$ cat src/pkg/asp_regs.svh
// field positions, fixed sizes and timing counts of the serial port
`ifndef ASP_REGS_SVH
`define ASP_REGS_SVH
`define ASP_DEPTH        16
`define ASP_AW           4
`define ASP_CW           5
`define ASP_WORD_MAX     4'h9
`define ASP_WORD_MIN     4'h5
`define ASP_BIT_LAST     5'h0f
`define ASP_MID_TICK     5'h07
`define ASP_STOP15_LAST  5'h17
`define ASP_STOP2_LAST   5'h1f
`define ASP_IRDA_TICKS   5'h03
`define ASP_IRDA_HOLD    5'h10
`define ASP_LIN_BRK_BASE 8'h0d
`define ASP_TOUT_MSB     6
`define ASP_GAP_LSB      8
`define ASP_GAP_MSB      15
`define ASP_ST_TOUT      0
`define ASP_ST_BRK       1
`define ASP_ST_FRM       2
`define ASP_ST_PAR       3
`define ASP_ST_RXOVF     4
`define ASP_ST_TXOVF     5
`define ASP_ST_LINBRK    6
`define ASP_ST_WAKE      7
`define ASP_ST_W         8
`endif

$ cat src/pkg/asp_pkg.sv
// state types of the serial port
package asp_pkg;
  typedef enum logic [2:0] {TX_IDLE, TX_START, TX_DATA, TX_PAR, TX_STOP, TX_GAP, TX_BRK} asp_tx_state_t;
  typedef enum logic [2:0] {RX_IDLE, RX_START, RX_DATA, RX_PAR, RX_STOP, RX_HOLD} asp_rx_state_t;
endpackage

$ cat src/rtl/asp_fifo.sv
// character fifo, 16 deep or one entry in the reduced setting
`timescale 1ns/1ps
`include "asp_regs.svh"
module asp_fifo (
  input  wire logic                clock_i,
  input  wire logic                rst_i,
  input  wire logic                single_i,
  input  wire logic                push_i,
  input  wire logic [8:0]          data_i,
  input  wire logic                pop_i,
  output logic      [8:0]          data_o,
  output logic                     full_o,
  output logic                     empty_o,
  output logic      [`ASP_CW-1:0]  count_o
);
  logic [8:0]          mem_reg [0:`ASP_DEPTH-1];
  logic [`ASP_AW-1:0]  wr_reg, wr_next, rd_reg, rd_next;
  logic [`ASP_CW-1:0]  cnt_reg, cnt_next;
  logic                do_push, do_pop;

  // reduced setting keeps the same storage but caps occupancy at one
  assign full_o  = single_i ? (cnt_reg != 5'h00) : (cnt_reg == 5'h10);
  assign empty_o = (cnt_reg == 5'h00);
  assign data_o  = mem_reg[rd_reg];
  assign count_o = cnt_reg;
  assign do_push = push_i && !full_o;
  assign do_pop  = pop_i && !empty_o;

  always_comb begin
    wr_next  = do_push ? wr_reg + 4'h1 : wr_reg;
    rd_next  = do_pop ? rd_reg + 4'h1 : rd_reg;
    cnt_next = cnt_reg + {4'h0, do_push} - {4'h0, do_pop};
  end

  always_ff @(posedge clock_i) begin
    if (rst_i) begin
      wr_reg  <= 4'h0;
      rd_reg  <= 4'h0;
      cnt_reg <= 5'h00;
    end else begin
      wr_reg  <= wr_next;
      rd_reg  <= rd_next;
      cnt_reg <= cnt_next;
    end
  end

  always_ff @(posedge clock_i) begin
    if (do_push) begin
      mem_reg[wr_reg] <= data_i;
    end
  end
endmodule // asp_fifo

$ cat src/rtl/asp_uart.sv
// asynchronous serial port with fifos, flow control, irda, lin and rs485 modes
`timescale 1ns/1ps
`include "asp_regs.svh"
module asp_uart (
  input  wire logic                 clock_i,
  input  wire logic                 rst_i,
  input  wire logic [8:0]           tx_data_i,
  input  wire logic                 tx_valid_i,
  output logic                      tx_ready_o,
  output logic      [8:0]           rx_data_o,
  output logic                      rx_valid_o,
  input  wire logic                 rx_ready_i,
  input  wire logic [15:0]          divisor_i,
  input  wire logic [1:0]           word_len_i,
  input  wire logic                 parity_en_i,
  input  wire logic                 parity_even_i,
  input  wire logic                 parity_stick_i,
  input  wire logic [1:0]           stop_bits_i,
  input  wire logic                 fifo_single_i,
  input  wire logic [4:0]           rx_trig_level_i,
  input  wire logic [4:0]           rts_level_i,
  input  wire logic                 auto_cts_i,
  input  wire logic                 auto_rts_i,
  input  wire logic                 rts_sw_i,
  input  wire logic [15:0]          rx_timeout_control_reg_i,
  input  wire logic                 wake_en_i,
  input  wire logic                 irda_en_i,
  input  wire logic                 lin_en_i,
  input  wire logic                 lin_break_req_i,
  input  wire logic [3:0]           lin_break_len_i,
  input  wire logic                 rs485_en_i,
  input  wire logic                 rs485_auto_dir_i,
  input  wire logic [`ASP_ST_W-1:0] status_clr_i,
  input  wire logic                 serial_rx_i,
  input  wire logic                 cts_i,
  output logic                      serial_tx_o,
  output logic                      rts_o,
  output logic                      rx_req_o,
  output logic      [`ASP_ST_W-1:0] status_o
);

  function automatic logic parity_bit(input logic [8:0] d, input logic even, input logic stick);
    parity_bit = stick ? !even : ((^d) ^ !even);
  endfunction

  asp_pkg::asp_tx_state_t tx_state_reg, tx_state_next;
  asp_pkg::asp_rx_state_t rx_state_reg, rx_state_next;
  logic [15:0] baud_cnt_reg, baud_cnt_next;
  logic        tick;
  logic [3:0]  nbits;
  logic [8:0]  wmask, rx_word;
  logic        par_on;
  logic [7:0]  gap;
  logic [6:0]  tout;
  logic [8:0]  tx_shift_reg, tx_shift_next, rx_shift_reg, rx_shift_next;
  logic [3:0]  tx_bitn_reg, tx_bitn_next, rx_bitn_reg, rx_bitn_next;
  logic [4:0]  tx_tick_reg, tx_tick_next, rx_tick_reg, rx_tick_next, tx_last;
  logic [7:0]  tx_cnt_reg, tx_cnt_next;
  logic        tx_par_reg, tx_par_next, rx_par_reg, rx_par_next;
  logic        brk_pend_reg, brk_pend_next, tx_line, tx_pop;
  logic        stx_reg, stx_next, rts_reg, rts_next;
  logic [4:0]  irda_cnt_reg, irda_cnt_next;
  logic        rx_in, rx_push, ferr_ev, perr_ev, brk_ev, rx_pop;
  logic [8:0]  tx_fifo_data, rx_fifo_data;
  logic        tx_full, tx_empty, rx_full, rx_empty;
  logic [4:0]  tx_cnt, rx_cnt;
  logic [8:0]  rx_out_data_reg, rx_out_data_next;
  logic        rx_out_valid_reg, rx_out_valid_next;
  logic [3:0]  to_tick_reg, to_tick_next;
  logic [6:0]  to_cnt_reg, to_cnt_next;
  logic        to_restart, tout_ev, wake_ev, cts_prev_reg;
  logic [`ASP_ST_W-1:0] status_reg, status_next, status_set;
  logic        rx_req_reg, rx_req_next, tx_ready_reg, tx_ready_next;

  assign nbits  = rs485_en_i ? `ASP_WORD_MAX : `ASP_WORD_MIN + {2'b00, word_len_i};
  assign wmask  = 9'h1ff >> (`ASP_WORD_MAX - nbits);
  assign par_on = parity_en_i && !rs485_en_i;
  assign gap    = rx_timeout_control_reg_i[`ASP_GAP_MSB:`ASP_GAP_LSB];
  assign tout   = rx_timeout_control_reg_i[`ASP_TOUT_MSB:0];
  // divisor 0 gives a tick every cycle; >= keeps the count bounded when the divisor drops
  assign tick   = (baud_cnt_reg >= divisor_i);
  assign baud_cnt_next = tick ? 16'h0000 : baud_cnt_reg + 16'h0001;

  asp_fifo u_tx_fifo (
    .clock_i  (clock_i),
    .rst_i    (rst_i),
    .single_i (fifo_single_i),
    .push_i   (tx_valid_i),
    .data_i   (tx_data_i),
    .pop_i    (tx_pop),
    .data_o   (tx_fifo_data),
    .full_o   (tx_full),
    .empty_o  (tx_empty),
    .count_o  (tx_cnt)
  );

  asp_fifo u_rx_fifo (
    .clock_i  (clock_i),
    .rst_i    (rst_i),
    .single_i (fifo_single_i),
    .push_i   (rx_push),
    .data_i   (rx_word),
    .pop_i    (rx_pop),
    .data_o   (rx_fifo_data),
    .full_o   (rx_full),
    .empty_o  (rx_empty),
    .count_o  (rx_cnt)
  );

  // transmitter
  always_comb begin
    tx_state_next = tx_state_reg;
    tx_shift_next = tx_shift_reg;
    tx_bitn_next  = tx_bitn_reg;
    tx_tick_next  = tx_tick_reg;
    tx_cnt_next   = tx_cnt_reg;
    tx_par_next   = tx_par_reg;
    brk_pend_next = brk_pend_reg || (lin_en_i && lin_break_req_i);
    tx_pop        = 1'b0;
    case (stop_bits_i)
      2'b01:   tx_last = `ASP_STOP15_LAST;
      2'b10:   tx_last = `ASP_STOP2_LAST;
      default: tx_last = `ASP_BIT_LAST;
    endcase
    if (tx_state_reg != asp_pkg::TX_STOP) begin
      tx_last = `ASP_BIT_LAST;
    end
    case (tx_state_reg)
      asp_pkg::TX_IDLE: begin
        tx_tick_next = 5'h00;
        if (brk_pend_reg) begin
          tx_state_next = asp_pkg::TX_BRK;
          tx_cnt_next   = `ASP_LIN_BRK_BASE + {4'h0, lin_break_len_i};
          brk_pend_next = lin_en_i && lin_break_req_i;
        end else if (!tx_empty && (!auto_cts_i || cts_i)) begin
          tx_pop        = 1'b1;
          tx_shift_next = tx_fifo_data & wmask;
          tx_par_next   = parity_bit(tx_fifo_data & wmask, parity_even_i, parity_stick_i);
          tx_state_next = asp_pkg::TX_START;
        end
      end
      default: begin
        if (tick && tx_tick_reg == tx_last) begin
          tx_tick_next = 5'h00;
          case (tx_state_reg)
            asp_pkg::TX_START: begin
              tx_state_next = asp_pkg::TX_DATA;
              tx_bitn_next  = 4'h0;
            end
            asp_pkg::TX_DATA: begin
              tx_shift_next = tx_shift_reg >> 1;
              tx_bitn_next  = tx_bitn_reg + 4'h1;
              if (tx_bitn_reg == nbits - 4'h1) begin
                tx_state_next = par_on ? asp_pkg::TX_PAR : asp_pkg::TX_STOP;
              end
            end
            asp_pkg::TX_PAR:  tx_state_next = asp_pkg::TX_STOP;
            asp_pkg::TX_STOP: begin
              tx_cnt_next   = gap;
              tx_state_next = (gap != 8'h00) ? asp_pkg::TX_GAP : asp_pkg::TX_IDLE;
            end
            default: begin
              tx_cnt_next = tx_cnt_reg - 8'h01;
              if (tx_cnt_reg == 8'h01) begin
                tx_state_next = (tx_state_reg == asp_pkg::TX_GAP) ? asp_pkg::TX_IDLE : asp_pkg::TX_STOP;
              end
            end
          endcase
        end else if (tick) begin
          tx_tick_next = tx_tick_reg + 5'h01;
        end
      end
    endcase
    case (tx_state_reg)
      asp_pkg::TX_START: tx_line = 1'b0;
      asp_pkg::TX_BRK:   tx_line = 1'b0;
      asp_pkg::TX_DATA:  tx_line = tx_shift_reg[0];
      asp_pkg::TX_PAR:   tx_line = tx_par_reg;
      default:           tx_line = 1'b1;
    endcase
    stx_next = irda_en_i ? (!tx_line && tx_tick_reg < `ASP_IRDA_TICKS) : tx_line;
    if (rs485_en_i) begin
      rts_next = rs485_auto_dir_i ? (tx_state_reg != asp_pkg::TX_IDLE) : rts_sw_i;
    end else begin
      rts_next = auto_rts_i ? (rx_cnt < rts_level_i) : rts_sw_i;
    end
  end

  always_ff @(posedge clock_i) begin
    if (rst_i) begin
      tx_state_reg <= asp_pkg::TX_IDLE;
      tx_shift_reg <= 9'h000;
      tx_bitn_reg  <= 4'h0;
      tx_tick_reg  <= 5'h00;
      tx_cnt_reg   <= 8'h00;
      tx_par_reg   <= 1'b0;
      brk_pend_reg <= 1'b0;
      stx_reg      <= 1'b1;
      rts_reg      <= 1'b0;
      baud_cnt_reg <= 16'h0000;
    end else begin
      tx_state_reg <= tx_state_next;
      tx_shift_reg <= tx_shift_next;
      tx_bitn_reg  <= tx_bitn_next;
      tx_tick_reg  <= tx_tick_next;
      tx_cnt_reg   <= tx_cnt_next;
      tx_par_reg   <= tx_par_next;
      brk_pend_reg <= brk_pend_next;
      stx_reg      <= stx_next;
      rts_reg      <= rts_next;
      baud_cnt_reg <= baud_cnt_next;
    end
  end

  // receiver; a sir pulse is stretched over one bit so mid-bit sampling still sees it
  assign rx_in   = irda_en_i ? (irda_cnt_reg == 5'h00) : serial_rx_i;
  assign rx_word = rx_shift_reg >> (`ASP_WORD_MAX - nbits);

  always_comb begin
    rx_state_next = rx_state_reg;
    rx_shift_next = rx_shift_reg;
    rx_bitn_next  = rx_bitn_reg;
    rx_tick_next  = rx_tick_reg;
    rx_par_next   = rx_par_reg;
    rx_push       = 1'b0;
    ferr_ev       = 1'b0;
    perr_ev       = 1'b0;
    brk_ev        = 1'b0;
    if (irda_en_i && serial_rx_i) begin
      irda_cnt_next = `ASP_IRDA_HOLD;
    end else if (tick && irda_cnt_reg != 5'h00) begin
      irda_cnt_next = irda_cnt_reg - 5'h01;
    end else begin
      irda_cnt_next = irda_cnt_reg;
    end
    case (rx_state_reg)
      asp_pkg::RX_IDLE: begin
        rx_tick_next = 5'h00;
        if (!rx_in) begin
          rx_state_next = asp_pkg::RX_START;
        end
      end
      asp_pkg::RX_START: begin
        if (tick && rx_tick_reg == `ASP_MID_TICK) begin
          rx_tick_next  = 5'h00;
          rx_bitn_next  = 4'h0;
          rx_shift_next = 9'h000;
          rx_state_next = rx_in ? asp_pkg::RX_IDLE : asp_pkg::RX_DATA;
        end else if (tick) begin
          rx_tick_next = rx_tick_reg + 5'h01;
        end
      end
      asp_pkg::RX_HOLD: begin
        if (rx_in) begin
          rx_state_next = asp_pkg::RX_IDLE;
        end
      end
      default: begin
        if (tick && rx_tick_reg == `ASP_BIT_LAST) begin
          rx_tick_next = 5'h00;
          if (rx_state_reg == asp_pkg::RX_DATA) begin
            rx_shift_next = {rx_in, rx_shift_reg[8:1]};
            rx_bitn_next  = rx_bitn_reg + 4'h1;
            if (rx_bitn_reg == nbits - 4'h1) begin
              rx_state_next = par_on ? asp_pkg::RX_PAR : asp_pkg::RX_STOP;
            end
          end else if (rx_state_reg == asp_pkg::RX_PAR) begin
            rx_par_next   = rx_in;
            rx_state_next = asp_pkg::RX_STOP;
          end else begin
            // all-zero character with a low stop bit and no high parity bit is a break, not data
            brk_ev  = !rx_in && rx_word == 9'h000 && !(par_on && rx_par_reg);
            rx_push = !brk_ev;
            ferr_ev = !rx_in && !brk_ev;
            perr_ev = !brk_ev && par_on && rx_par_reg != parity_bit(rx_word, parity_even_i, parity_stick_i);
            rx_state_next = rx_in ? asp_pkg::RX_IDLE : asp_pkg::RX_HOLD;
          end
        end else if (tick) begin
          rx_tick_next = rx_tick_reg + 5'h01;
        end
      end
    endcase
  end

  always_ff @(posedge clock_i) begin
    if (rst_i) begin
      rx_state_reg <= asp_pkg::RX_IDLE;
      rx_shift_reg <= 9'h000;
      rx_bitn_reg  <= 4'h0;
      rx_tick_reg  <= 5'h00;
      rx_par_reg   <= 1'b0;
      irda_cnt_reg <= 5'h00;
    end else begin
      rx_state_reg <= rx_state_next;
      rx_shift_reg <= rx_shift_next;
      rx_bitn_reg  <= rx_bitn_next;
      rx_tick_reg  <= rx_tick_next;
      rx_par_reg   <= rx_par_next;
      irda_cnt_reg <= irda_cnt_next;
    end
  end

  // output stage, timeout and sticky status
  assign rx_pop     = (!rx_out_valid_reg || rx_ready_i) && !rx_empty;
  assign to_restart = (rx_empty && !rx_out_valid_reg) || rx_state_reg != asp_pkg::RX_IDLE
                      || rx_push || rx_pop || tout == 7'h00;
  assign tout_ev    = !to_restart && tick && to_tick_reg == 4'hf && to_cnt_reg + 7'h01 == tout;
  assign wake_ev    = wake_en_i && (cts_i != cts_prev_reg);

  always_comb begin
    rx_out_valid_next = rx_pop || (rx_out_valid_reg && !rx_ready_i);
    rx_out_data_next  = rx_pop ? rx_fifo_data : rx_out_data_reg;
    to_tick_next      = to_tick_reg;
    to_cnt_next       = to_cnt_reg;
    if (to_restart) begin
      to_tick_next = 4'h0;
      to_cnt_next  = 7'h00;
    end else if (tick && to_cnt_reg != tout) begin
      to_tick_next = to_tick_reg + 4'h1;
      if (to_tick_reg == 4'hf) begin
        to_cnt_next = to_cnt_reg + 7'h01;
      end
    end
    status_set                 = '0;
    status_set[`ASP_ST_TOUT]   = tout_ev;
    status_set[`ASP_ST_BRK]    = brk_ev;
    status_set[`ASP_ST_FRM]    = ferr_ev;
    status_set[`ASP_ST_PAR]    = perr_ev;
    status_set[`ASP_ST_RXOVF]  = rx_push && rx_full;
    status_set[`ASP_ST_TXOVF]  = tx_valid_i && tx_full;
    status_set[`ASP_ST_LINBRK] = brk_ev && lin_en_i;
    status_set[`ASP_ST_WAKE]   = wake_ev;
    // set wins over a clear in the same cycle so no event is lost
    status_next   = (status_reg & ~status_clr_i) | status_set;
    rx_req_next   = (rx_cnt != 5'h00) && (rx_cnt >= rx_trig_level_i);
    tx_ready_next = !tx_full;
  end

  always_ff @(posedge clock_i) begin
    if (rst_i) begin
      rx_out_valid_reg <= 1'b0;
      rx_out_data_reg  <= 9'h000;
      to_tick_reg      <= 4'h0;
      to_cnt_reg       <= 7'h00;
      status_reg       <= '0;
      rx_req_reg       <= 1'b0;
      tx_ready_reg     <= 1'b0;
      cts_prev_reg     <= cts_i; // follows the pin in reset: no false wake edge on release
    end else begin
      rx_out_valid_reg <= rx_out_valid_next;
      rx_out_data_reg  <= rx_out_data_next;
      to_tick_reg      <= to_tick_next;
      to_cnt_reg       <= to_cnt_next;
      status_reg       <= status_next;
      rx_req_reg       <= rx_req_next;
      tx_ready_reg     <= tx_ready_next;
      cts_prev_reg     <= cts_i;
    end
  end

  assign tx_ready_o  = tx_ready_reg;
  assign rx_data_o   = rx_out_data_reg;
  assign rx_valid_o  = rx_out_valid_reg;
  assign serial_tx_o = stx_reg;
  assign rts_o       = rts_reg;
  assign rx_req_o    = rx_req_reg;
  assign status_o    = status_reg;
endmodule // asp_uart

$ cat config.mk
export PLATFORM = sky130hd
export DESIGN_NAME = asp_uart
export DESIGN_NICKNAME = d
export VERILOG_FILES = /design/src/pkg/asp_pkg.sv /design/src/rtl/asp_fifo.sv /design/src/rtl/asp_uart.sv
export VERILOG_INCLUDE_DIRS = /design/src /design/src/pkg
export SDC_FILE = /design/constraint.sdc
export NUM_CORES = 1
export LEC_CHECK = 0
export ABC_AREA = 1
export BUFFER_PORTS_ARGS = -buffer_cell sky130_fd_sc_hd__clkbuf_2
export CORE_MARGIN = 2
export CORE_UTILIZATION = 45
export CTS_CLUSTER_SIZE = 8
export DETAILED_ROUTE_END_ITERATION = 10
export PLACE_DENSITY = 0.71
export SLEW_MARGIN = 20
export SYNTH_ARGS = -nofsm -noshare
export SYNTH_HDL_FRONTEND = slang
export SYNTH_HIERARCHICAL = 1
export SYNTH_SLANG_ARGS = --single-unit
$ cat constraint.sdc
create_clock -name clock_i -period 4.9 [get_ports clock_i]
set_input_delay 0.49 -clock clock_i [delete_from_list [all_inputs] [get_ports clock_i]]
set_output_delay 0.49 -clock clock_i [all_outputs]
set_load 0.005 [all_outputs]
==> results by group, run 1 <==
Worst setup path
  • Worst Path Required: roughly 5400 ps
  • Crit path launch type: primary input
  • Most frequent CP cell: inv_1
  • Crit path max-delay cell type: ha_1
  • Critical R2R Launch: baud_cnt_reg[7]
  • Worst R2R Path Depth: 26
  • CP arrival: between 4000 and 5000 ps
  • Critical path class: primary input to flop
  • R2r setup slk: 1150 ps
  • Max FO, Critical Path: 8
  • Worst reg2reg endpoint: u_rx_fifo/count_o[4]
  • Slowest stage delay, CP: ~480 ps
  • Critical Path End Type: flop

Synthesis
  • Mapped Area: around 21000 um^2
  • Synth warn: 6
  • Post-synth ARST share: 0%
  • Area contributors post-synth: edfxtp_1, dfxtp_1, nand2_1
  • Seq/Total Area, Yosys: a little over half
  • Post-synth cell types: 54
  • Yosys top cell by area: edfxtp_1
  • Synth Flop Type: edfxtp_1
  • Post-synth EDFFs: ~290
  • Mapped Avg Cell Area: 8.54 um^2
  • Post-synth top area share: 40.2%
  • Syn Inst Count: about 2500
  • FF+latch count, synth: 430
  • Syn nets: 2678

STA
  • Clk_skew: around 31 ps
  • Fmax: approximately 0.25 GHz
  • Worst-Margin Slew: roughly 1100 ps
  • Slew Limit Headroom: about a quarter
  • Final Hold Viols: 0
  • Final setup fails: 0
  • Setup ws final: 934 ps
  • Period utilisation layout: roughly four fifths
  • Post-Route Setup TNS: 0 ps
  • Min Tclk post-route: ~4000 ps
  • Unrepaired setup endpoints after global routing: no
  • Slew Viols, Final: 0

Finish
  • Antenna diode count: 0
  • Layout Utilization: 51.5%
  • Layout area overhead: 13.6%
  • Layout Cells excl Fill: roughly 3300
  • Share of layout cells above drive strength 1: about 10%
  • Final #Nets: approximately 2800

Placed design
  • Post-Place Cells: ~3200
  • Detail Placement HPWL: ~34000 um
  • Global placement routability congestion: 0.901
  • Pre-CTS setup slack: 383 ps
  • Port bufs: about 110

Hold path
  • Hold Crit Class: primary input to flop
  • Worst Hold Launch: cts_i
  • Min-Delay Path Depth: 1
  • Endpoint, Worst Hold: cts_prev_reg

Floorplanning
  • Number of cell rows: 80
  • Die area: ~50000 um^2
  • Die Ht: between 200 and 250 um
  • # IOs: 108
  • Core Area: around 47000 um^2
  • Starting Density: 45.3%
  • Die width: roughly 220 um

Routing
  • Post-route ant nets: 0
  • Met2 wire length: around 25000 um
  • Starting DRT DRC Count: ~1400
  • Avg WL per Cell: around 16 um
  • Via-to-Cell Ratio: ~5.1
  • WL final: ~50000 um
  • Drt pass-1 iters: 5
  • Metal3 WL: approximately 3200 um
  • DRC violations left: 0
  • Top Layer Used: met5
  • Wl on met1: ~22000 um
  • DR vias: 17000

Global routing
  • Pin count of the biggest net entering global routing: 73
  • First-pass GRT wire length: 81500 um
  • Antenna violations before repair: 2
  • Number of global-route vias before repair: between 15000 and 20000
  • Total congestion overflow: 0
  • Global-route total usage across every layer: between 20% and 30%

Clock tree
  • # resized after CTS: 0
  • CTS clk-pin slew, worst paths: roughly 50 ps
  • Clk buf depth: 3
  • Clock sinks: 430
  • CTS tree: built
  • TritonCTS Buffers: 60
  • CTS Hold Bufs: 0
  • Post-CTS Setup Bufs: 0
  • Worst-Skew Late Latency: roughly 620 ps
  • # H-tree levels: 2
  • CTS root buf: clkbuf_16

Power and ir drop
  • Static leakage: roughly 11 nW
  • Max VDD drop: ~370 uV
  • Pwr dens: 465 nW/um^2

Flow run
  • Max Cap Viol: 0

Run status
  • Outcome: finished clean
## layout make-up
cell class	instances	area, um^2
Clock buffer	101	1690
Inverter	433	1640
Clock inverter	4	73.8
Timing Repair Buffer	142	801
Tap cell	615	769
Sequential cell	430	11500
Multi-Input combinational cell	1581	7950
Fill cell	4311	23000
## cell families after synthesis
logic type | after synthesis | synth area share (%)
AND/OR/NAND/NOR | 1274 | 25.7
XOR/XNOR | 50 | 2.11
AO/OA/AOI/OAI | 182 | 4.63
flip-flops | 430 | 53.5
adder cells (fa/ha/maj) | 75 | 4.44
buffers and inverters | 506 | 9.69
## synthesized netlist by cell type, types with 3 or more instances
library cell,number
o211ai_1,4
nand2_1,687
xnor2_1,13
xor2_1,35
nor3b_1,5
nand2_4,10
or2_2,5
nand2_2,6
buf_2,33
inv_4,4
a31oi_1,3
a211oi_1,4
nor2_2,3
o21bai_1,3
a21oi_2,3
buf_4,27
nand3b_1,5
nand3_2,3
buf_6,4
nor2_4,4
a21oi_1,88
nand4_1,21
inv_1,415
ha_1,73
clkbuf_1,7
inv_2,6
o21ai_0,64
clkinv_1,8
nor2_1,184
dfxtp_1,142
nand3_1,291
edfxtp_1,288
nor3_2,3
nor3_1,39
## metal layers
metal,track usage (%),vias up
li1,-,8353
met1,25.5,7960
met2,34.9,516
met3,3.74,126
met4,8.96,2
met5,0,-
## layout by cell type (no fill, tap or decap), drive strengths merged
cell,synthesis,final
a31oi,3,3
dfxtp,142,142
nand3,296,296
xnor2,13,13
a221o,1,1
nor4,2,2
and2,1,1
xor2,37,37
o2111ai,2,2
and3,1,1
o221ai,2,2
a211oi,4,4
buf,66,36
clkbuf,7,207
fa,2,2
nand2,703,703
nor2,192,192
a21o,1,1
edfxtp,288,288
o21a,1,1
o211ai,4,4
a311oi,1,1
a221oi,1,1
ha,73,73
inv,425,426
nand4,21,21
o22ai,1,1
o21ai,65,65
clkinv,8,11
or2,6,6
nor3b,5,5
nand3b,5,5
o21bai,3,3
o41ai,1,1
a32o,1,1
nor3,42,42
a21oi,91,91
## stage by stage
step	total power, mW	hold WS (ps)	instance area, um^2
6_report	11.4	32.2	24400
5_1_grt	12.0	18.6	24400
4_1_cts	11.4	3.27	24400
3_5_place_dp	7.56	454	22600
3_3_place_gp	7.43	429	22600
2_1_floorplan	6.73	417	21500
## how the worst max path moves through the flow
stage / endpoint / start
2_1_floorplan: u_rx_fifo/count_o[4] / word_len_i[0]
5_1_grt: u_rx_fifo/count_o[4] / word_len_i[0]
3_5_place_dp: u_rx_fifo/count_o[4] / word_len_i[0]
6_report: u_rx_fifo/count_o[4] / word_len_i[0]
3_3_place_gp: u_rx_fifo/count_o[4] / word_len_i[0]
4_1_cts: u_rx_fifo/count_o[4] / word_len_i[0]
## report_power, final
group	switching [mW]	leakage, nW	total, mW	internal (mW)
clock	1.51	0.836	3.83	2.32
combinational	2.23	6.38	3.25	1.02
sequential	0.174	3.73	4.28	4.10
## worst max-delay path: cells and delay by family
family / cells / cell delay, ps
AO/OA/AOI/OAI: 2 / 290
AND/OR/NAND/NOR: 12 / 1130
adder cells (fa/ha/maj): 6 / 1690
buffers and inverters: 9 / 910
(Power assumes the default switching activity.)
==> inputs of run 2 (changes only) <==
ABC_AREA = 0   (was 1)
clock period = 3.4 ns   (was 4.9 ns; I/O delays follow)
==> results by group, run 2 <==
Synthesis
  • Syn nets: approximately 1700
  • Synth warn: 6
  • Seq/Total Area, Yosys: between 50 and 60%
  • Post-synth ARST share: 0%
  • FF+latch count, synth: 430
  • Most instantiated library cell after synthesis: edfxtp_1
  • Synth Flop Type: edfxtp_1
  • Synth top cells by count: edfxtp_1, dfxtp_1, nor2_1
  • Post-synth top area share: 43.7%
  • Syn Inst Count: roughly 1500
  • Mapped Avg Cell Area: around 13 um^2
  • Area contributors post-synth: edfxtp_1, dfxtp_1, mux4_2
  • Post-synth EDFFs: between 200 and 300
  • Mapped Area: between 15000 and 20000 um^2
  • Post-synth cell types: 91
  • Yosys top cell by area: edfxtp_1

STA
  • Final Hold Viols: 0
  • Unrepaired setup endpoints after global routing: yes
  • Final setup fails: 1
  • Period utilisation layout: 101%
  • Worst hold slack: ~34 ps
  • Worst-Margin Slew: ~870 ps
  • Clk_skew: ~23 ps
  • Min Tclk post-route: around 3400 ps
  • Slew Limit Headroom: around two fifths
  • Fmax: 0.292 GHz
  • Setup ws final: -27.4 ps
  • Post-Route Setup TNS: -27.4 ps
  • Slew Viols, Final: 0

Worst setup path
  • Worst reg2reg endpoint: u_rx_fifo/count_o[4]
  • R2r setup slk: -30 ps
  • Crit path launch: baud_cnt_reg[10]
  • Levels on crit path: 19
  • CP arrival: between 3000 and 4000 ps
  • Crit path max-delay family: adder cells
  • Critical Path End Type: flop
  • Critical path class: flop to flop
  • Worst R2R Path Depth: 19
  • Worst Path Required: 3880 ps
  • Buf+Inv Stages, Crit Path: 4
  • Max FO, Critical Path: 2
  • Crit path max-delay cell type: fa_2
  • Most frequent CP cell: inv_2
  • Slowest stage delay, CP: around 370 ps
  • Crit path launch type: flop
  • Critical R2R Launch: baud_cnt_reg[10]
  • CP cell instances: ha_4, and4_4, nand4_1, o32a_4, a22oi_4, nand4_1, nand2b_4, inv_2, o211a_1, inv_2, ha_4, inv_2, ha_4, inv_2, fa_2, nor2b_4, o21bai_2, a21oi_2, nor3b_2

Placed design
  • Detail Placement HPWL: roughly 30000 um
  • Global placement routability congestion: between 0.8 and 0.9
  • Port bufs: 106

Routing
  • Wl on met1: 19100 um
  • DR vias: about 13000
  • DRC violations left: 0
  • Metal3 WL: 2500 um
  • WL final: approximately 44000 um
  • Drt pass-1 iters: 5
  • Starting DRT DRC Count: just over 800
  • Top Layer Used: met4
  • Met2 wire length: roughly 22000 um
  • Avg WL per Cell: between 15 and 20 um
  • Via-to-Cell Ratio: roughly 5.5
  • Post-route ant nets: 0

Global routing
  • First-pass GRT wire length: 70600 um
  • Pin count of the biggest net entering global routing: 44
  • Total congestion overflow: 0
  • Antenna violations before repair: 0
  • Number of global-route vias before repair: approximately 13000
  • Global-route total usage across every layer: about a fifth

Run status
  • Outcome: finished, violations left
  • Violated checks: negative setup slack

Floorplanning
  • Die width: between 200 and 250 um
  • Die area: roughly 46000 um^2
  • Core Area: 43300 um^2
  • Die Ht: around 210 um
  • # IOs: approximately 110
  • Starting Density: about 46%
  • Number of cell rows: 76

Clock tree
  • Worst-Skew Late Latency: 620 ps
  • # H-tree levels: 2
  • CTS root buf: clkbuf_16
  • CTS clk-pin slew, worst paths: about 50 ps
  • CTS tree: built
  • TritonCTS Buffers: 60
  • Clock sinks: 430
  • Clk buf depth: 3

Finish
  • Share of layout cells above drive strength 1: 24.3%
  • Commonest non-fill, non-tap cell in the layout: edfxtp_1
  • Layout area overhead: 21.3%
  • Final #Nets: slightly below 2000
  • Most frequent cells in the layout: edfxtp_1, dfxtp_1, nor2_1, buf_4, clkbuf_2
  • Antenna diode count: 0

Hold path
  • Hold Crit Class: primary input to flop
  • Worst Hold Launch: status_clr_i[0]
  • Endpoint, Worst Hold: status_o[0]
  • Min-Delay Path Depth: 3

Power and ir drop
  • Static leakage: slightly below 9 nW
  • Pwr dens: between 600 and 700 nW/um^2
  • Max VDD drop: between 500 and 600 uV

Flow run
  • Max Cap Viol: 0
==> run 2: cells by family after synthesis <==
family / count (synthesis) / share of synthesized area (%)
buffers and inverters: 153 / 3.26
multiplexers: 103 / 10.0
AND/OR/NAND/NOR: 434 / 11.0
flip-flops: 430 / 58.1
adder cells (fa/ha/maj): 75 / 4.82
XOR/XNOR: 79 / 3.50
AO/OA/AOI/OAI: 258 / 9.32
==> run 2: metal layers <==
metal  global-route usage, %  vias to the layer above
met5                       0                        -
met4                    5.39                        0
met3                    3.72                       67
met2                    34.6                      349
met1                    25.5                     6474
li1                        -                     6258
==> run 2: metrics by stage <==
step | power [mW] | util, % | setup slack [ps] | instance area [um^2] | instances
floorplan | 8.85 | - | -326 | 19900 | 1532
global placement | 9.74 | 50.5 | -395 | 21900 | 2276
detailed placement | 9.86 | 50.5 | -537 | 21900 | 2276
CTS | 15.4 | 55.2 | -23.5 | 23900 | 2404
global route | 16.1 | 55.5 | -187 | 24000 | 2407
finish | 15.3 | 55.5 | -27.4 | 24000 | 2407
==> run 2: worst min-delay path, delay by kind of cell <==
| kind | cells | cell delay, ps |
|---|---|---|
| compound gates | 1 | 110 |
| simple gates | 1 | 90 |
| buf+inv | 1 | 80 |
==> run 2: where the power goes <==
part / switching, mW / internal [mW]
Sequential: 0.278 / 5.88
Combinational: 2.00 / 1.70
Clock: 2.18 / 3.30
Total: 4.45 / 10.9
==> run 2: layout make-up <==
cell class                 count  area, um^2
sequential                   430       11500
multi-input combinational    949        7870
fill                        3428       19300
timing repair buffer         253        1810
tap                          585         732
clock inverter                 4        76.3
clock buffer                  98        1660
inverter                      88         334
==> run 2: worst max path at each step <==
stage                                         end  slack [ps]
final                        u_rx_fifo/count_o[4]         -30
after global routing         u_rx_fifo/count_o[4]        -190
after CTS                    u_rx_fifo/count_o[4]         -20
after detailed placement     u_rx_fifo/count_o[4]        -540
after global placement       u_rx_fifo/count_o[4]        -390
after floorplan           u_rx_fifo/mem_reg[3][0]        -330
==> run 2: what timing repair did <==
action | CTS | global route
buffers inserted | 16 | 5
hold endpoints to repair | 9 | 0
hold buffers | 10 | 0
setup endpoints to repair | 4 | 6
pin swaps | 13 | 12
gates cloned | 0 | 0
gates resized for setup | 13 | 19
